File: src/hw/sms_regs.vh
// Constants of the system-management link supervisor.
`ifndef SMS_REGS_VH
`define SMS_REGS_VH
`define SMS_CLK_HZ        200000000
`define SMS_TICK_CYCLES   28'h0BEB_C200
`define SMS_TICK_W        28
`define SMS_CNT_W         7
`define SMS_T_LOCAL_RST   7'h64
`define SMS_T_PEER_RST    7'h78
`define SMS_T_SUPERVISE   7'h0F
`define SMS_T_RECOVERY    7'h3C
`define SMS_T_FINAL_DELAY 7'h14
`define SMS_T_COLD        7'h5F
`define SMS_T_ONE         7'h01
`define SMS_NLINK         4
`define SMS_L_CTRL        0
`define SMS_L_PSTN        1
`define SMS_L_LINKCTL     2
`define SMS_L_BEARER      3
`endif

File: src/hw/sms_tick.v
// One-second tick generator derived from the system clock.
`include "sms_regs.vh"
module sms_tick #(
  parameter [`SMS_TICK_W-1:0] TICK_CYCLES = `SMS_TICK_CYCLES
) (
  input  wire clk,
  input  wire rstn,
  input  wire ce,
  output reg  tick
);
  reg [`SMS_TICK_W-1:0] cnt_r;

  // Counts clock cycles and pulses once per period.
  always @(posedge clk) begin
    if (!rstn) begin
      cnt_r <= {`SMS_TICK_W{1'b0}};
      tick  <= 1'b0;
    end else if (ce) begin
      tick <= 1'b0;
      if (cnt_r == TICK_CYCLES - 1'b1) begin
        cnt_r <= {`SMS_TICK_W{1'b0}};
        tick  <= 1'b1;
      end else begin
        cnt_r <= cnt_r + 1'b1;
      end
    end
  end
endmodule // sms_tick

File: src/hw/sms_timer.v
// Loadable seconds down-counter with a one-cycle expiry pulse.
`include "sms_regs.vh"
module sms_timer (
  input  wire                  clk,
  input  wire                  rstn,
  input  wire                  ce,
  input  wire                  tick,
  input  wire                  start,
  input  wire [`SMS_CNT_W-1:0] load,
  input  wire                  stop,
  output reg                   running,
  output reg                   expired
);
  reg [`SMS_CNT_W-1:0] cnt_r;

  // Start wins over stop; expiry fires on the tick that ends the last second.
  always @(posedge clk) begin
    if (!rstn) begin
      cnt_r   <= {`SMS_CNT_W{1'b0}};
      running <= 1'b0;
      expired <= 1'b0;
    end else if (ce) begin
      expired <= 1'b0;
      if (start) begin
        cnt_r   <= load;
        running <= 1'b1;
      end else if (stop) begin
        running <= 1'b0;
      end else if (running && tick) begin
        if (cnt_r == `SMS_T_ONE) begin
          running <= 1'b0;
          expired <= 1'b1;
        end
        cnt_r <= cnt_r - 1'b1;
      end
    end
  end
endmodule // sms_timer

File: src/hw/sms_supervisor.v
// Data link supervisor with recovery timer chains and PSTN restart control.
// What this block does
// - Restart acknowledgements arriving while local restart timer idle are discarded.
// - Local restart expiry: maintenance error, restart-complete to control, finish if peer done.
// - Peer restart expiry: maintenance error, restart-complete to PSTN machines, end.
// - Peer restart request ignored while either restart timer runs.
// - Establish indication on an already established link is ignored.
// - Link never established fails on startup protection timer expiry.
// - Established link fails on release, carrier failure or flag failure.
// - A failed link starts its own supervision timer.
// - Failed links keep being re-established, except on carrier or flag loss.
// - Carrier or flag loss stops links; retry after the last condition clears.
// - Re-establishment stops supervision timers; stopped control links get start-traffic.
// - PSTN link down 15 s blocks PSTN ports; restart then unblock.
// - Control link down 15 s: stop-traffic, block ISDN, one-minute timer.
// - Link control down 15 s: stop-traffic to link control, one-minute timer.
// - Bearer link down 15 s starts a one-minute timer.
// - Every timer is accurate to within one second.
// - Local restart timer runs 100 seconds until all acknowledgements arrive.
// - Peer restart timer runs 120 seconds until peer restart-complete.
// - Final startup delay runs 20 s after any recovery expiry, then startup.
// - Cold restart timer runs 95 s from stop or power-up, then startup.
// - PSTN restart sends requests to PSTN machines and starts both timers.
// - All acknowledgements stop local timer, report complete, finish if peer done.
`include "sms_regs.vh"
module sms_supervisor #(
  parameter [`SMS_TICK_W-1:0] TICK_CYCLES = `SMS_TICK_CYCLES
) (
  input  wire                    CLK,
  input  wire                    RSTN,
  input  wire                    CE,
  input  wire [`SMS_NLINK-1:0]   LINK_ESTABLISH_IND,
  input  wire [`SMS_NLINK-1:0]   LINK_ESTABLISH_CNF,
  input  wire [`SMS_NLINK-1:0]   LINK_RELEASE_IND,
  input  wire [`SMS_NLINK-1:0]   CARRIER_FAIL,
  input  wire [`SMS_NLINK-1:0]   FLAG_FAIL,
  input  wire                    STARTUP_PROT_END,
  input  wire                    IF_STOP,
  input  wire                    CTRL_RESTART_REQ,
  input  wire                    CTRL_RESTART_CMPL,
  input  wire                    PSTN_RESTART_ACK_ALL,
  output reg  [`SMS_NLINK-1:0]   LINK_ESTABLISHED,
  output reg  [`SMS_NLINK-1:0]   LINK_ESTABLISH_REQ,
  output reg  [`SMS_NLINK-1:0]   CARRIER_FAIL_IND,
  output reg                     CTRL_TRAFFIC_START,
  output reg                     LINKCTL_TRAFFIC_START,
  output reg                     CTRL_TRAFFIC_STOP,
  output reg                     LINKCTL_TRAFFIC_STOP,
  output reg                     ISDN_PORTS_BLOCK,
  output reg                     PSTN_PORTS_BLOCK,
  output reg                     PSTN_PORTS_UNBLOCK,
  output reg                     PSTN_RESTART_REQ,
  output reg                     CTRL_RESTART_REQ_OUT,
  output reg                     CTRL_RESTART_CMPL_OUT,
  output reg                     PSTN_RESTART_CMPL,
  output reg                     MAINT_ERROR,
  output reg                     SYSTEM_STARTUP
);
  // Restart procedure states.
  localparam [1:0] RS_IDLE = 2'b00;
  localparam [1:0] RS_BUSY = 2'b01;

  // How the pieces fit together.
  // Every timer below is one sms_timer instance that counts whole seconds.
  // All of them share a single one-second tick, so they age in step.
  // A timer start in the same cycle as its stop is taken as a start.
  // Expiry is a one-cycle pulse, and the outputs follow one edge later.
  // Link state is kept per link as bit vectors, indexed by the link number.
  // Bit 0 is the common control link and bit 1 the PSTN signalling link.
  // Bit 2 is the link management link and bit 3 the bearer allocation link.
  // A link counts as failed from its failure until it is established again.
  // Establish requests stand as levels while a link is failed.
  // Carrier or flag loss masks those requests for as long as it lasts.
  // The supervision timer of a link guards its first fifteen seconds down.
  // Its expiry raises the link's own reaction, which differs per link.
  // Links other than the PSTN link then run a one-minute recovery timer.
  // A recovery expiry starts the final startup delay, which is never stopped.
  // The final delay is not started again while it is already running.
  // The cold restart timer runs from power-up and from an interface stop.
  // The restart procedure has two states, idle and busy.
  // It leaves busy when both sides are closed or the peer timer runs out.
  // A side is closed by its completion or, locally, by the timer expiry.
  // Closed sides are remembered until the procedure returns to idle.
  // A peer request while either restart timer runs is dropped silently.
  // Late acknowledgements after the local timer stopped are dropped too.
  // The PSTN ports are unblocked only if a blocking came before.
  // Each supervision timer is stopped by any new establish of its link.
  // The recovery timer of a link is stopped the same way.
  // The PSTN link has no recovery stage; its expiry blocks the ports.
  // Traffic start is sent only to control protocols that were stopped.
  // Stop flags are set by a supervision expiry and cleared by an establish.
  // A failure before the first establish shows only at protection end.
  // That path covers links that never came up since startup.
  // An establish on an already established link changes nothing.
  // Every output is a flip-flop, so each reaction is one edge late.
  // Counters are sized for the longest timeout, the peer restart.
  // The tick divider is a parameter so that benches can shorten time.
  // A real system uses the full clock rate as the divider.
  // Hazard: the clock enable freezes timers and tick alike, so time stalls.

  // Status of the timer instances.
  wire                  tick;
  wire                  t_loc_run;
  wire                  t_loc_exp;
  wire                  t_peer_run;
  wire                  t_peer_exp;
  wire [`SMS_NLINK-1:0] sup_run;
  wire [`SMS_NLINK-1:0] sup_exp;
  wire [`SMS_NLINK-1:0] rec_run;
  wire [`SMS_NLINK-1:0] rec_exp;
  wire                  fin_run;
  wire                  fin_exp;
  wire                  cold_run;
  wire                  cold_exp;

  // State kept by the processes below.
  reg  [1:0]            rs_state_r;
  reg                   peer_done_r;
  reg                   local_done_r;
  reg                   pstn_blocked_r;
  reg  [`SMS_NLINK-1:0] failed_r;
  reg  [`SMS_NLINK-1:0] ever_up_r;
  reg                   ctrl_stopped_r;
  reg                   linkctl_stopped_r;
  reg                   power_up_r;

  // Any establish event, and any layer-one loss, per link.
  wire [`SMS_NLINK-1:0] est_any = LINK_ESTABLISH_IND | LINK_ESTABLISH_CNF;
  wire [`SMS_NLINK-1:0] l1_bad  = CARRIER_FAIL | FLAG_FAIL;
  // New arrivals only: establish on an already established link does nothing.
  wire [`SMS_NLINK-1:0] est_new = est_any & ~LINK_ESTABLISHED;
  // Failure of an established link, or of one never up at protection end.
  wire [`SMS_NLINK-1:0] fail_ev =
    (LINK_ESTABLISHED & (LINK_RELEASE_IND | l1_bad)) |
    ({`SMS_NLINK{STARTUP_PROT_END}} & ~ever_up_r & ~LINK_ESTABLISHED);
  // A PSTN link coming back after a failure starts a restart.
  wire pstn_up_after_fail = est_new[`SMS_L_PSTN] & failed_r[`SMS_L_PSTN];
  wire restart_idle       = (rs_state_r == RS_IDLE);
  // Peer request only accepted with both restart timers idle.
  wire peer_req_ok = CTRL_RESTART_REQ && !t_loc_run && !t_peer_run;
  wire start_restart      = restart_idle && (pstn_up_after_fail || peer_req_ok);
  // Acks only count while the local restart timer runs.
  wire ack_ok      = PSTN_RESTART_ACK_ALL && t_loc_run;
  wire peer_cmpl   = CTRL_RESTART_CMPL && t_peer_run;
  // Each side of the restart is closed by completion; the local side also by expiry.
  wire loc_closed  = ack_ok || t_loc_exp || local_done_r;
  wire peer_closed = peer_cmpl || peer_done_r;
  wire finish      = !restart_idle && (t_peer_exp || (loc_closed && peer_closed));

  sms_tick #(.TICK_CYCLES(TICK_CYCLES)) u_tick (
    .clk  (CLK),
    .rstn (RSTN),
    .ce   (CE),
    .tick (tick)
  );

  // Restart timers: 100 s local, 120 s peer.
  sms_timer u_loc (
    .clk     (CLK),
    .rstn    (RSTN),
    .ce      (CE),
    .tick    (tick),
    .start   (start_restart),
    .load    (`SMS_T_LOCAL_RST),
    .stop    (ack_ok),
    .running (t_loc_run),
    .expired (t_loc_exp)
  );
  sms_timer u_peer (
    .clk     (CLK),
    .rstn    (RSTN),
    .ce      (CE),
    .tick    (tick),
    .start   (start_restart),
    .load    (`SMS_T_PEER_RST),
    .stop    (peer_cmpl),
    .running (t_peer_run),
    .expired (t_peer_exp)
  );

  // Per-link 15 s supervision and one-minute recovery timers.
  genvar g;
  generate
    for (g = 0; g < `SMS_NLINK; g = g + 1) begin : g_link
      sms_timer u_sup (
        .clk     (CLK),
        .rstn    (RSTN),
        .ce      (CE),
        .tick    (tick),
        .start   (fail_ev[g]),
        .load    (`SMS_T_SUPERVISE),
        .stop    (est_new[g]),
        .running (sup_run[g]),
        .expired (sup_exp[g])
      );
      // The PSTN link has no recovery stage; its timer is never started.
      sms_timer u_rec (
        .clk     (CLK),
        .rstn    (RSTN),
        .ce      (CE),
        .tick    (tick),
        .start   (sup_exp[g] && (g != `SMS_L_PSTN)),
        .load    (`SMS_T_RECOVERY),
        .stop    (est_new[g]),
        .running (rec_run[g]),
        .expired (rec_exp[g])
      );
    end
  endgenerate

  // Final startup delay: 20 s after any recovery expiry, never stopped.
  sms_timer u_fin (
    .clk     (CLK),
    .rstn    (RSTN),
    .ce      (CE),
    .tick    (tick),
    .start   (|rec_exp && !fin_run),
    .load    (`SMS_T_FINAL_DELAY),
    .stop    (1'b0),
    .running (fin_run),
    .expired (fin_exp)
  );
  // Cold restart: 95 s after power-up or interface stop, never stopped.
  sms_timer u_cold (
    .clk     (CLK),
    .rstn    (RSTN),
    .ce      (CE),
    .tick    (tick),
    .start   (power_up_r || (IF_STOP && !cold_run)),
    .load    (`SMS_T_COLD),
    .stop    (1'b0),
    .running (cold_run),
    .expired (cold_exp)
  );

  // Next value of a set-dominant flag: the set event wins over the clear.
  function flag_nxt;
    input set_ev;
    input cur;
    input clr_ev;
    begin
      flag_nxt = set_ev || (cur && !clr_ev);
    end
  endfunction

  // Link condition tracking and re-establishment requests.
  // Requests are registered, so they follow the failure by one edge.
  always @(posedge CLK) begin
    if (!RSTN) begin
      LINK_ESTABLISHED   <= {`SMS_NLINK{1'b0}};
      LINK_ESTABLISH_REQ <= {`SMS_NLINK{1'b0}};
      CARRIER_FAIL_IND   <= {`SMS_NLINK{1'b0}};
      failed_r           <= {`SMS_NLINK{1'b0}};
      ever_up_r          <= {`SMS_NLINK{1'b0}};
      power_up_r         <= 1'b1;
    end else if (CE) begin
      power_up_r       <= 1'b0;
      LINK_ESTABLISHED <= (LINK_ESTABLISHED | est_new) & ~fail_ev;
      ever_up_r        <= ever_up_r | est_new;
      failed_r         <= (failed_r | fail_ev) & ~est_new;
      CARRIER_FAIL_IND <= fail_ev & l1_bad;
      // Keep asking for failed links unless held by layer-one loss.
      LINK_ESTABLISH_REQ <= (failed_r | fail_ev) & ~est_new & ~l1_bad;
    end
  end

  // Traffic control, port blocking and startup outputs.
  // Reactions to a supervision expiry come one edge after it.
  always @(posedge CLK) begin
    if (!RSTN) begin
      CTRL_TRAFFIC_START    <= 1'b0;
      LINKCTL_TRAFFIC_START <= 1'b0;
      CTRL_TRAFFIC_STOP     <= 1'b0;
      LINKCTL_TRAFFIC_STOP  <= 1'b0;
      ISDN_PORTS_BLOCK      <= 1'b0;
      PSTN_PORTS_BLOCK      <= 1'b0;
      SYSTEM_STARTUP        <= 1'b0;
      ctrl_stopped_r        <= 1'b0;
      linkctl_stopped_r     <= 1'b0;
      pstn_blocked_r        <= 1'b0;
    end else if (CE) begin
      CTRL_TRAFFIC_STOP    <= sup_exp[`SMS_L_CTRL];
      ISDN_PORTS_BLOCK     <= sup_exp[`SMS_L_CTRL];
      LINKCTL_TRAFFIC_STOP <= sup_exp[`SMS_L_LINKCTL];
      PSTN_PORTS_BLOCK     <= sup_exp[`SMS_L_PSTN];
      CTRL_TRAFFIC_START    <= est_new[`SMS_L_CTRL] &&
                               (ctrl_stopped_r || sup_exp[`SMS_L_CTRL]);
      LINKCTL_TRAFFIC_START <= est_new[`SMS_L_LINKCTL] &&
                               (linkctl_stopped_r || sup_exp[`SMS_L_LINKCTL]);
      // Stop flag is set by the supervision expiry; set wins over clear.
      ctrl_stopped_r    <= flag_nxt(sup_exp[`SMS_L_CTRL], ctrl_stopped_r,
                                    est_new[`SMS_L_CTRL]);
      linkctl_stopped_r <= flag_nxt(sup_exp[`SMS_L_LINKCTL], linkctl_stopped_r,
                                    est_new[`SMS_L_LINKCTL]);
      pstn_blocked_r    <= flag_nxt(sup_exp[`SMS_L_PSTN], pstn_blocked_r, finish);
      SYSTEM_STARTUP    <= fin_exp || cold_exp;
    end
  end

  // PSTN restart procedure.
  always @(posedge CLK) begin
    if (!RSTN) begin
      rs_state_r            <= RS_IDLE;
      peer_done_r           <= 1'b0;
      local_done_r          <= 1'b0;
      PSTN_RESTART_REQ      <= 1'b0;
      CTRL_RESTART_REQ_OUT  <= 1'b0;
      CTRL_RESTART_CMPL_OUT <= 1'b0;
      PSTN_RESTART_CMPL     <= 1'b0;
      MAINT_ERROR           <= 1'b0;
      PSTN_PORTS_UNBLOCK    <= 1'b0;
    end else if (CE) begin
      PSTN_RESTART_REQ      <= start_restart;
      CTRL_RESTART_REQ_OUT  <= start_restart && pstn_up_after_fail;
      CTRL_RESTART_CMPL_OUT <= !restart_idle && (ack_ok || t_loc_exp);
      MAINT_ERROR           <= !restart_idle && (t_loc_exp || t_peer_exp);
      PSTN_RESTART_CMPL     <= finish;
      PSTN_PORTS_UNBLOCK    <= finish && pstn_blocked_r;
      // Done flags clear in idle and collect closures while busy.
      case (rs_state_r)
        RS_IDLE: begin
          peer_done_r  <= 1'b0;
          local_done_r <= 1'b0;
          if (start_restart) begin
            rs_state_r <= RS_BUSY;
          end
        end
        RS_BUSY: begin
          peer_done_r  <= peer_closed;
          local_done_r <= loc_closed;
          if (finish) begin
            rs_state_r <= RS_IDLE;
          end
        end
        default: begin
          rs_state_r <= RS_IDLE;
        end
      endcase
    end
  end
endmodule // sms_supervisor

File: config.mk
export PLATFORM = sky130hd
export DESIGN_NAME = sms_supervisor
export DESIGN_NICKNAME = d
export VERILOG_FILES = /design/src/hw/sms_tick.v /design/src/hw/sms_timer.v /design/src/hw/sms_supervisor.v
export VERILOG_INCLUDE_DIRS = /design/src /design/src/hw
export SDC_FILE = /design/constraint.sdc
export NUM_CORES = 1
export LEC_CHECK = 0
export ABC_AREA = 1
export BUFFER_PORTS_ARGS = -buffer_cell sky130_fd_sc_hd__buf_4
export CORE_MARGIN = 8
export CORE_UTILIZATION = 25
export DETAILED_ROUTE_END_ITERATION = 8
export PLACE_DENSITY_LB_ADDON = 0.2
export SYNTH_ARGS = -nofsm -noshare
export SYNTH_HDL_FRONTEND = slang
export SYNTH_SLANG_ARGS = --single-unit
File: constraint.sdc
create_clock -name CLK -period 2.7 [get_ports CLK]
set_input_delay 0.81 -clock CLK [delete_from_list [all_inputs] [get_ports CLK]]
set_output_delay 0.81 -clock CLK [all_outputs]
set_load 0.005 [all_outputs]
==> results, run 1 <==
- Timing would allow up to 550 MHz.
- Ranked by instance count, the synthesized netlist is headed by sky130_fd_sc_hd__nand2_1, sky130_fd_sc_hd__dfxtp_1, sky130_fd_sc_hd__nor2_1, sky130_fd_sc_hd__inv_1, sky130_fd_sc_hd__a21oi_1.
- The post-synthesis net count is 1255.
- The worst setup path is launched from a primary input.
- The kind of critical path is in2reg.
- The number of hold violations in the final report is 0.
- The timing startpoint of the critical path is CE.
- The required time of the critical path is 3.02 ns.
- At the worst endpoint, the arrival time is 2.13 ns.
- The clock latency on the worst-skew pair is 0.43 ns.
- In this run, synthesis produced a sequential element count of 167.
- The minimum clock period after layout is 1.82 ns.
- The total of endpoints with negative setup slack in the final report is 0.
- The synthesis-to-layout area growth is 18.6%.
- Once the clock tree was built, the resizer swapped 0 gates to a different size.
- The beginning of the worst hold path is ctrl_stopped_r$_SDFFE_PN0P_.
- The count of flip-flops with a built-in enable after synthesis is 0.
- The critical-path maximum fanout is 22.
- In this run the standard cell core region covers 33400 sq um.
- The initial cell density of the core is 0.254.
- The number of placed I/O pins is 53.
- Measured against its own limit, the worst slew margin works out to 0.667.
- In the synthesized netlist the dominant register cell turns out to be sky130_fd_sc_hd__dfxtp_1.
- In the global route stage, overall resource usage came out at 0.115.
- The remaining global-route overflow is 0.
- In the finished design, the share of the clock period the worst path needs comes to 0.673.
- Of the cells placed in the final design, the portion with a size suffix greater than 1 is 0.122.
- The cell area after layout is 10100 sq um.
- In this run the core area contains 67 standard-cell rows.
- The worst-margin pin slew is 0.495 ns.
- The post-synthesis cell type with the largest combined area is sky130_fd_sc_hd__dfxtp_1.
- The first global-routing pass estimated 38300 um of wire.
- In this run the deepest clock path goes through 2 buffers.
- The layout has 3669 filler cells.
- In the routed layout, each cell is associated on average with a via count of 4.44.
- The count of distinct cell types in the synthesized netlist is 44.
- The depth of the worst register-to-register path is 8.
- The clock tree root driver cell is sky130_fd_sc_hd__clkbuf_16.
- The maximum number of pins on one net before global-route repair is 50.
- The total detailed-routing wirelength is 22700 um.
- The number of slew-limit violations in the final report came to 0.
- In this run the power density over the cells is 606 nW/um^2.
- At the end of the flow, the number of nets in the layout was 1312.
- The count of placed standard cells in the final layout, fillers left out is 1722.
- The floorplan step set the die height to 200 um.
- The count of mapped cells out of synthesis is 1204.
- The analysis attributes to cell leakage a power of 0.00405 uW.
- The HPWL reported at the end of detailed placement is 16700 um.
- The count of nets left with antenna violations after detail routing is 0.
- The worst setup path is captured at a flip-flop.
- The class of the worst hold path is reg2reg.
- The repair_antennas step left the layout with diodes totalling 0.
- The maximum VDD drop is 0.444 mV.
- The worst register-to-register path ends at u_tick.cnt_r[25]$_SDFFE_PN0P_.
- Counting tap cells, the placed design contains a total of 1690 instances.
- The flow ran to the end, and the final reports show no timing, DRC or antenna violations.
- Setup repair after global routing left no endpoint under its margin.
- The number of setup buffers added after CTS is 0.
- For this run, design rule violations remaining after detail routing come to 0.
- Of the synthesized area, sequential elements account for 0.394.
- For this design, the sink count on the clock tree is 167.
- The clock-pin slew on the worst setup and hold paths is 0.07 ns.
- The worst register-to-register path begins at u_tick.cnt_r[23]$_SDFFE_PN0P_.
- Across all hold checks on the routed design, the worst slack comes to 0.452 ns.
- Routability-driven placement finished with a final weighted congestion of 0.793.
- The number of levels the H-tree was split into is 4.
- Across the run, the number of max-cap violations was 0.
- Of the post-synthesis cell area, the dominant cell type holds 0.394.
- The fraction of registers with async set/reset is 0.
- The number of antenna violations at the first check in global routing came to 0.
- The via count of the first global-routing pass was 7462.
- The cell with the most instances after synthesis is sky130_fd_sc_hd__nand2_1.
- The TritonCTS buffer count is 17.
- In this run the register-to-register setup slack is 1.01 ns.
- The number of DRC violations after detailed-routing iteration 0 is 382.
- The number of hold-repair buffers added at the cts stage is 0.
- The count of input and output buffers is 52.
- The first detailed-routing pass took 4 iterations.
- During synthesis, Yosys emitted a total of 0 warnings.
- The clock tree skew after final layout is 0.0125 ns.
- The total via count after detailed routing is 7651.
- TritonCTS built the clock tree.
- The cell area after placement is 9420 sq um.
- The floorplan step defined a die boundary enclosing 40100 sq um.
- After synthesis the cells add up to 8490 sq um.
- The die is 200 um wide.
- The most critical setup path has its endpoint at g_link[3].u_sup.cnt_r[5]$_SDFFE_PN0P_.
- Sorting the synthesized cells by area gives the leading types as sky130_fd_sc_hd__dfxtp_1, sky130_fd_sc_hd__nand2_1, sky130_fd_sc_hd__a21oi_1.
- A synthesized cell averages 7.05 sq um.
- The final routed wire length divided by cell count is 13.2 um.
- The total negative slack is 0 ns.
## routing by layer
| layer | part of all wire | track usage |
|---|---|---|
| met5 | 0 | 0 |
| met4 | 0.015 | 0.0384 |
| met3 | 0.027 | 0.0219 |
| met2 | 0.46 | 0.185 |
| met1 | 0.50 | 0.152 |
## cells by family (layout without fill, tap and decap cells)
kind of cell	count (synthesis)	in the layout	synth area share
fa+ha+maj	23	23	0.0339
simple gates	596	596	0.317
buf+inv	169	239	0.0817
compound gates	206	206	0.129
flops	167	167	0.394
xor+xnor	43	43	0.0444
## per-stage QoR
stage               total power (uW)  setup slack [ns]   util
floorplan                       3220             0.965      -
global placement                3440             0.443  0.282
detailed placement              3440             0.433  0.282
CTS                             6210             0.843  0.301
global route                    6420             0.716  0.301
finish                          6100             0.883  0.301
## where the power goes
group,switching [uW],leakage (uW),internal [uW]
Sequential,84.6,0.00136,2560
Clock,1120,0.000313,1600
Combinational,449,0.00238,282
## layout make-up
| class | instances | area, sq um | share of cell area |
|---|---|---|---|
| Multi-Input combinational cell | 868 | 4450 | 0.442 |
| Sequential cell | 167 | 3340 | 0.332 |
| Tap cell | 448 | 561 | 0.0557 |
| Timing Repair Buffer | 69 | 543 | 0.0539 |
| Inverter | 138 | 520 | 0.0517 |
| Clock buffer | 18 | 439 | 0.0436 |
| Clock inverter | 14 | 209 | 0.0208 |
## cells in the final DEF, fill, tap and decap left out, types with 3 or more instances in the layout
cell type                   count
sky130_fd_sc_hd__a211oi_1       4
sky130_fd_sc_hd__a21oi_1      118
sky130_fd_sc_hd__a31oi_1        5
sky130_fd_sc_hd__buf_4         67
sky130_fd_sc_hd__bufinv_16      4
sky130_fd_sc_hd__clkbuf_16     17
sky130_fd_sc_hd__dfxtp_1      167
sky130_fd_sc_hd__ha_1          23
sky130_fd_sc_hd__inv_1        130
sky130_fd_sc_hd__inv_2          7
sky130_fd_sc_hd__inv_6          3
sky130_fd_sc_hd__inv_8          3
sky130_fd_sc_hd__nand2_1      243
sky130_fd_sc_hd__nand2_2       17
sky130_fd_sc_hd__nand2_4        4
sky130_fd_sc_hd__nand3_1       85
sky130_fd_sc_hd__nand3b_1       3
sky130_fd_sc_hd__nand4_1       30
sky130_fd_sc_hd__nor2_1       155
sky130_fd_sc_hd__nor2_2         8
sky130_fd_sc_hd__nor2_4         4
sky130_fd_sc_hd__nor3_1        29
sky130_fd_sc_hd__o211ai_1       5
sky130_fd_sc_hd__o21a_1         3
sky130_fd_sc_hd__o21ai_0       57
sky130_fd_sc_hd__o21ai_1        3
sky130_fd_sc_hd__o22ai_1        3
sky130_fd_sc_hd__or2_0          3
sky130_fd_sc_hd__or2_2          4
sky130_fd_sc_hd__xnor2_1       17
sky130_fd_sc_hd__xor2_1        26
## critical path, stage by stage
cell and delay, ns:
sky130_fd_sc_hd__buf_4 0.27, sky130_fd_sc_hd__inv_2 0.17, sky130_fd_sc_hd__buf_4 0.22, sky130_fd_sc_hd__nor2_2 0.19, sky130_fd_sc_hd__inv_2 0.11, sky130_fd_sc_hd__nand2_2 0.12, sky130_fd_sc_hd__nand3_1 0.08, sky130_fd_sc_hd__nand3_1 0.09
sky130_fd_sc_hd__nor2_1 0.05
## flip-flops by register name, indices dropped and copies added, names as in the netlist, 3 cells and up
signal and count:
g_link.u_rec.expired 3, g_link.u_rec.cnt_r 21, LINK_ESTABLISH_REQ 4, u_peer.cnt_r 7
ever_up_r 4, CARRIER_FAIL_IND 4, g_link.u_sup.running 4, failed_r 4
u_loc.cnt_r 7, u_tick.cnt_r 28, g_link.u_sup.expired 4, LINK_ESTABLISHED 4
u_cold.cnt_r 7, g_link.u_sup.cnt_r 28, u_fin.cnt_r 7, g_link.u_rec.running 3
## worst min-delay path by stage
stage | endpoint | slack (ns) | cells past startpoint
global placement | ctrl_stopped_r$_SDFFE_PN0P_ | 0.43 | 2
global route | ever_up_r[0]$_SDFFE_PN0P_ | 0.46 | 2
finish | ctrl_stopped_r$_SDFFE_PN0P_ | 0.45 | 2
detailed placement | ever_up_r[3]$_SDFFE_PN0P_ | 0.44 | 2
CTS | ever_up_r[0]$_SDFFE_PN0P_ | 0.45 | 2
floorplan | ctrl_stopped_r$_SDFFE_PN0P_ | 0.42 | 2
(Power assumes the default switching activity.)
==> run 2: changes to the inputs <==
Settings changed: ABC_AREA 1 to 0.
Clock period 2.7 ns to 1.9 ns, I/O delays scaled along.
==> run 2 against run 1 <==
  * Utilization increased by 1.6 points
  * Power increased by 30%
  * Register-to-register slack got worse by 0.94 ns
  * Sequential share of layout area increased by 1.3 points
  * Critical endpoint is now g_link[3].u_rec.expired$_SDFFE_PN0P_
==> results, run 2 <==
- For this run, the top clock speed supported by timing is 547 MHz.
- The minimum clock period after layout is 1.83 ns.
- The TritonCTS buffer count is 17 (unchanged).
- The slowest stage of the critical path belongs to the cell sky130_fd_sc_hd__or4_1.
- The post-synthesis net count is 949 (-24%).
- The vertical die dimension is 192 um (-4.0%).
- The maximum number of pins on one net before global-route repair is 44 (-12%).
- The total of endpoints with negative setup slack in the final report is 0 (unchanged).
- The final antenna diode count is 0 (unchanged).
- The most instantiated flip-flop cell in the synthesis netlist is sky130_fd_sc_hd__dfxtp_1.
- The setup slack of the most critical reg-to-reg path is 0.07 ns (-0.94 ns).
- The most common cell in the synthesized netlist is sky130_fd_sc_hd__dfxtp_1.
- The number of levels the H-tree was split into came to 4 (unchanged).
- The total detailed-routing wirelength came to 20200 um (-11%).
- The maximum VDD drop is 0.633 mV (+43%).
- In this run the clock root is driven by a sky130_fd_sc_hd__clkbuf_16.
- The die area is 36900 sq um (-7.9%).
- The post-detailed-route via-to-cell ratio came to 4.73 (+6.4%).
- The flop and latch count out of synthesis came to 167 (unchanged).
- The post-synthesis compound-gate area fraction is 0.157 (+0.0278).
- The worst hold margin was 0.441 ns (-0.0101 ns).
- The combined area of all synthesized cells came to 7760 sq um (-8.6%).
- The clock latency on the worst-skew pair is 0.43 ns (about the same).
- The critical-path maximum fanout came to 2 (-91%).
- The worst setup path is launched from a flip-flop.
- The cell area after placement came to 9090 sq um (-3.4%).
- The number of slew-limit violations in the final report is 0 (unchanged).
- The Yosys warning count was 0 (unchanged).
- The final routed wire length divided by cell count came to 14.3 um (+8.4%).
- The worst register-to-register path begins at g_link[3].u_rec.cnt_r[2]$_SDFFE_PN0P_.
- The post-place setup slack was -0.125 ns (-0.559 ns).
- The max-capacitance violation count was 0 (unchanged).
- The main combinational cell family by area after synthesis is simple AND/OR/NAND/NOR gates.
- The adder-cell share of the synthesized area is 0.0371 (+0.00319).
- The standby leakage power is 0.00358 uW (-12%).
- The worst setup path is captured at a flip-flop.
- Walking the worst path, the cells encountered are or4_1 -> or3b_1 -> or3_1 -> a21oi_2.
- The clock-pin slew on the worst setup and hold paths was 0.06 ns (about the same).
- The post-synthesis cell type with the largest combined area is sky130_fd_sc_hd__dfxtp_1.
- The area fraction of the dominant cell type after synthesis is 0.431 (+0.0371).
- The number of hold-repair buffers added at the cts stage is 0 (unchanged).
- The placeable core region was 30600 sq um (-8.5%).
- The worst slew margin relative to its limit is 0.550 (-0.117).
- The initial cell density of the core was 0.254 (about the same).
- The fraction of layout instances using a drive strength above 1 is 0.176 (+0.0531).
- The number of DRC violations after detailed-routing iteration 0 is 323 (-15%).
- The largest incremental delay on the critical path is 0.55 ns (+0.28 ns).
- The run finished with clean final reports.
- The fraction of the yosys area taken by sequential cells came to 0.431 (+0.0371).
- Broken down by cell family, the worst path's largest delay share belongs to simple AND/OR/NAND/NOR gates.
- The number of remaining DRC errors was 0 (unchanged).
- The depth of the worst register-to-register path is 4 (-4).
- The core occupancy in the finished layout is 0.317 (+0.0157).
- The post-synthesis share of cell area spent on and, or, nand and nor gates is 0.243 (-0.0737).
- The final worst slack is 0.0712 ns (-0.812 ns).
- The worst-margin pin slew is 0.665 ns (+0.169 ns).
- The via count of the first global-routing pass was 6559 (-12%).
- The class of the worst hold path is reg2reg.
- The final net count is 1053 (-20%).
- In the synthesized netlist, the cells that appear most often are sky130_fd_sc_hd__dfxtp_1, sky130_fd_sc_hd__a21oi_1, sky130_fd_sc_hd__nor2_1, sky130_fd_sc_hd__nand2_1, sky130_fd_sc_hd__xor2_1.
- The first-pass iteration count of the detailed router is 4 (unchanged).
- The worst register-to-register path ends at g_link[3].u_rec.expired$_SDFFE_PN0P_.
- TritonCTS built the clock tree.
- The count of cells along the worst hold path came to 2 (unchanged).
- The power per cell area is 816 nW/um^2 (+35%).
- The data arrival at the endpoint of the critical path is 2.19 ns (+0.06 ns).
- The placement row count is 64 (-4.5%).
- The combined buffer and inverter count along the critical path is 0 (-4).
- The number of placed cells counting well taps is 1378 (-18%).
- The required time of the critical path came to 2.26 ns (-0.76 ns).
- The number of placed I/O pins was 53 (unchanged).
- The largest registers in the layout are g_link.u_sup.cnt_r x28, u_tick.cnt_r x28, g_link.u_rec.cnt_r x21.
- The largest buffer count on any clock path was 2 (unchanged).
- The final worst-path cycle share is 0.963.
- The first-pass GRT wire length is 33700 um (-12%).
- The count of flip-flops with a built-in enable after synthesis was 0 (unchanged).
- The kind of critical path is reg2reg.
- The startpoint identified for the worst hold timing path is failed_r[3]$_SDFFE_PN0P_.
- The average footprint of a synthesized cell is 8.64 sq um (+23%).
- By area the synthesized netlist is led by sky130_fd_sc_hd__dfxtp_1, sky130_fd_sc_hd__a21oi_1, sky130_fd_sc_hd__xor2_1.
- The fraction of registers with async set/reset was 0 (unchanged).
- The parity-gate share of the synthesized area counting xor and xnor cells came to 0.0802 (+0.0358).
- The remaining global-route overflow was 0 (unchanged).
- The number of antenna violations at the first check in global routing came to 0 (unchanged).
- The count of nets left with antenna violations after detail routing is 0 (unchanged).
- The cell area after layout is 9690 sq um (-3.8%).
- The count of mapped cells out of synthesis is 898 (-25%).
- The most common cell after layout, fill and taps aside is sky130_fd_sc_hd__dfxtp_1.
- Compared with the post-synthesis result, the final layout area differs by 24.9%.
- Leaving out fill and tap cells, the most frequent cells in the layout are sky130_fd_sc_hd__dfxtp_1, sky130_fd_sc_hd__buf_4, sky130_fd_sc_hd__a21oi_1.
- The count of distinct cell types in the synthesized netlist is 66 (+50%).
- The width of the die is 192 um (-4.0%).
- The clock tree skew after final layout is 0.0118 ns (-0.000700 ns).
- The total via count after detailed routing was 6665 (-13%).
- The global router's overall resource usage is 0.111 (-0.00357).
- The sink count of the clock tree is 167 (unchanged).
- The weighted congestion reported at the end of routability-driven placement is 0.759 (-4.3%).
- The number of hold violations in the final report is 0 (unchanged).
- The endpoint of the worst hold-timing path is failed_r[3]$_SDFFE_PN0P_.
- The count of placed standard cells in the final layout, fillers left out was 1410 (-18%).
- The count of input and output buffers was 52 (unchanged).
- The HPWL reported at the end of detailed placement is 14500 um (-13%).
- The portion of netlist area occupied by mux cells came to 0.0100 (+0.0100).
-- run 2: changes by cell type after synthesis, sizes merged, moves of 15 or more --
cell    change
and3       +15
buf        -16
clkbuf     +29
inv        -99
nand2     -193
nand3      -61
nor2       -92
nor3       -15
o21ai      -32
o31ai      +15
or4        +23
xor2       +22
-- run 2: layer usage --
layer	vias up	track usage	wire length [um]
met4	0	0.0300	246
met2	69	0.175	8880
met1	3128	0.152	10600
met3	21	0.0229	444
li1	3447	-	-
met5	-	0	0
-- run 2: cell type report --
class	instances	area, sq um
well taps	396	495
clock inverters	9	91.3
fillers	3254	20900
multi-input cells	648	4100
flip-flops and latches	167	3340
inverters	39	148
repair buffers	129	1020
clock buffers	22	494
-- run 2: how the worst max path moves through the flow --
| stage | startpoint | to | slack [ns] | depth (start not counted) |
|---|---|---|---|---|
| floorplan | LINK_ESTABLISH_CNF[2] | g_link[2].u_rec.cnt_r[1]$_SDFFE_PN0P_ | 0.002 | 5 |
| finish | g_link[3].u_rec.cnt_r[2]$_SDFFE_PN0P_ | g_link[3].u_rec.expired$_SDFFE_PN0P_ | 0.07 | 4 |
| global route | u_tick.cnt_r[0]$_SDFFE_PN0P_ | u_tick.cnt_r[23]$_SDFFE_PN0P_ | -0.002 | 7 |
| CTS | g_link[3].u_rec.cnt_r[2]$_SDFFE_PN0P_ | g_link[3].u_rec.expired$_SDFFE_PN0P_ | 0.06 | 4 |
| detailed placement | CE | u_tick.cnt_r[27]$_SDFFE_PN0P_ | -0.13 | 5 |
| global placement | CE | g_link[3].u_sup.expired$_SDFFE_PN0P_ | -0.11 | 5 |
-- run 2: worst reg2reg max path: cells and delay by family, from the launching register on --
family	cells	cell delay (ns)
simple gates	3	1.31
compound gates	1	0.15
flops	1	0.31
-- run 2: cells by family (layout without fill, tap and decap cells) --
family | Yosys count | count (layout)
DFF | 167 | 167
adders and majority gates | 23 | 23
and+or+nand+nor | 345 | 345
buffers and inverters | 83 | 199
xor gates and xnor gates | 71 | 71
muxes | 7 | 7
AOI/OAI and AO/OA | 202 | 202
-- run 2: metrics by stage --
stage	power (uW)	setup TNS, ns
2_1_floorplan	4170	0
3_3_place_gp	4510	-0.440
3_5_place_dp	4510	-0.886
4_1_cts	8030	0
5_1_grt	8260	-0.00203
6_report	7900	0
-- run 2: report_power, final --
group / switching (uW) / internal (uW)
registers: 99.5 / 3610
logic: 395 / 326
clock network: 1490 / 1980
total: 1980 / 5920
-- run 2: what timing repair did --
item | CTS | global route
endpoints found under the setup margin | 0 | 1
gates resized for setup | 0 | 0
buffers inserted | 0 | 1
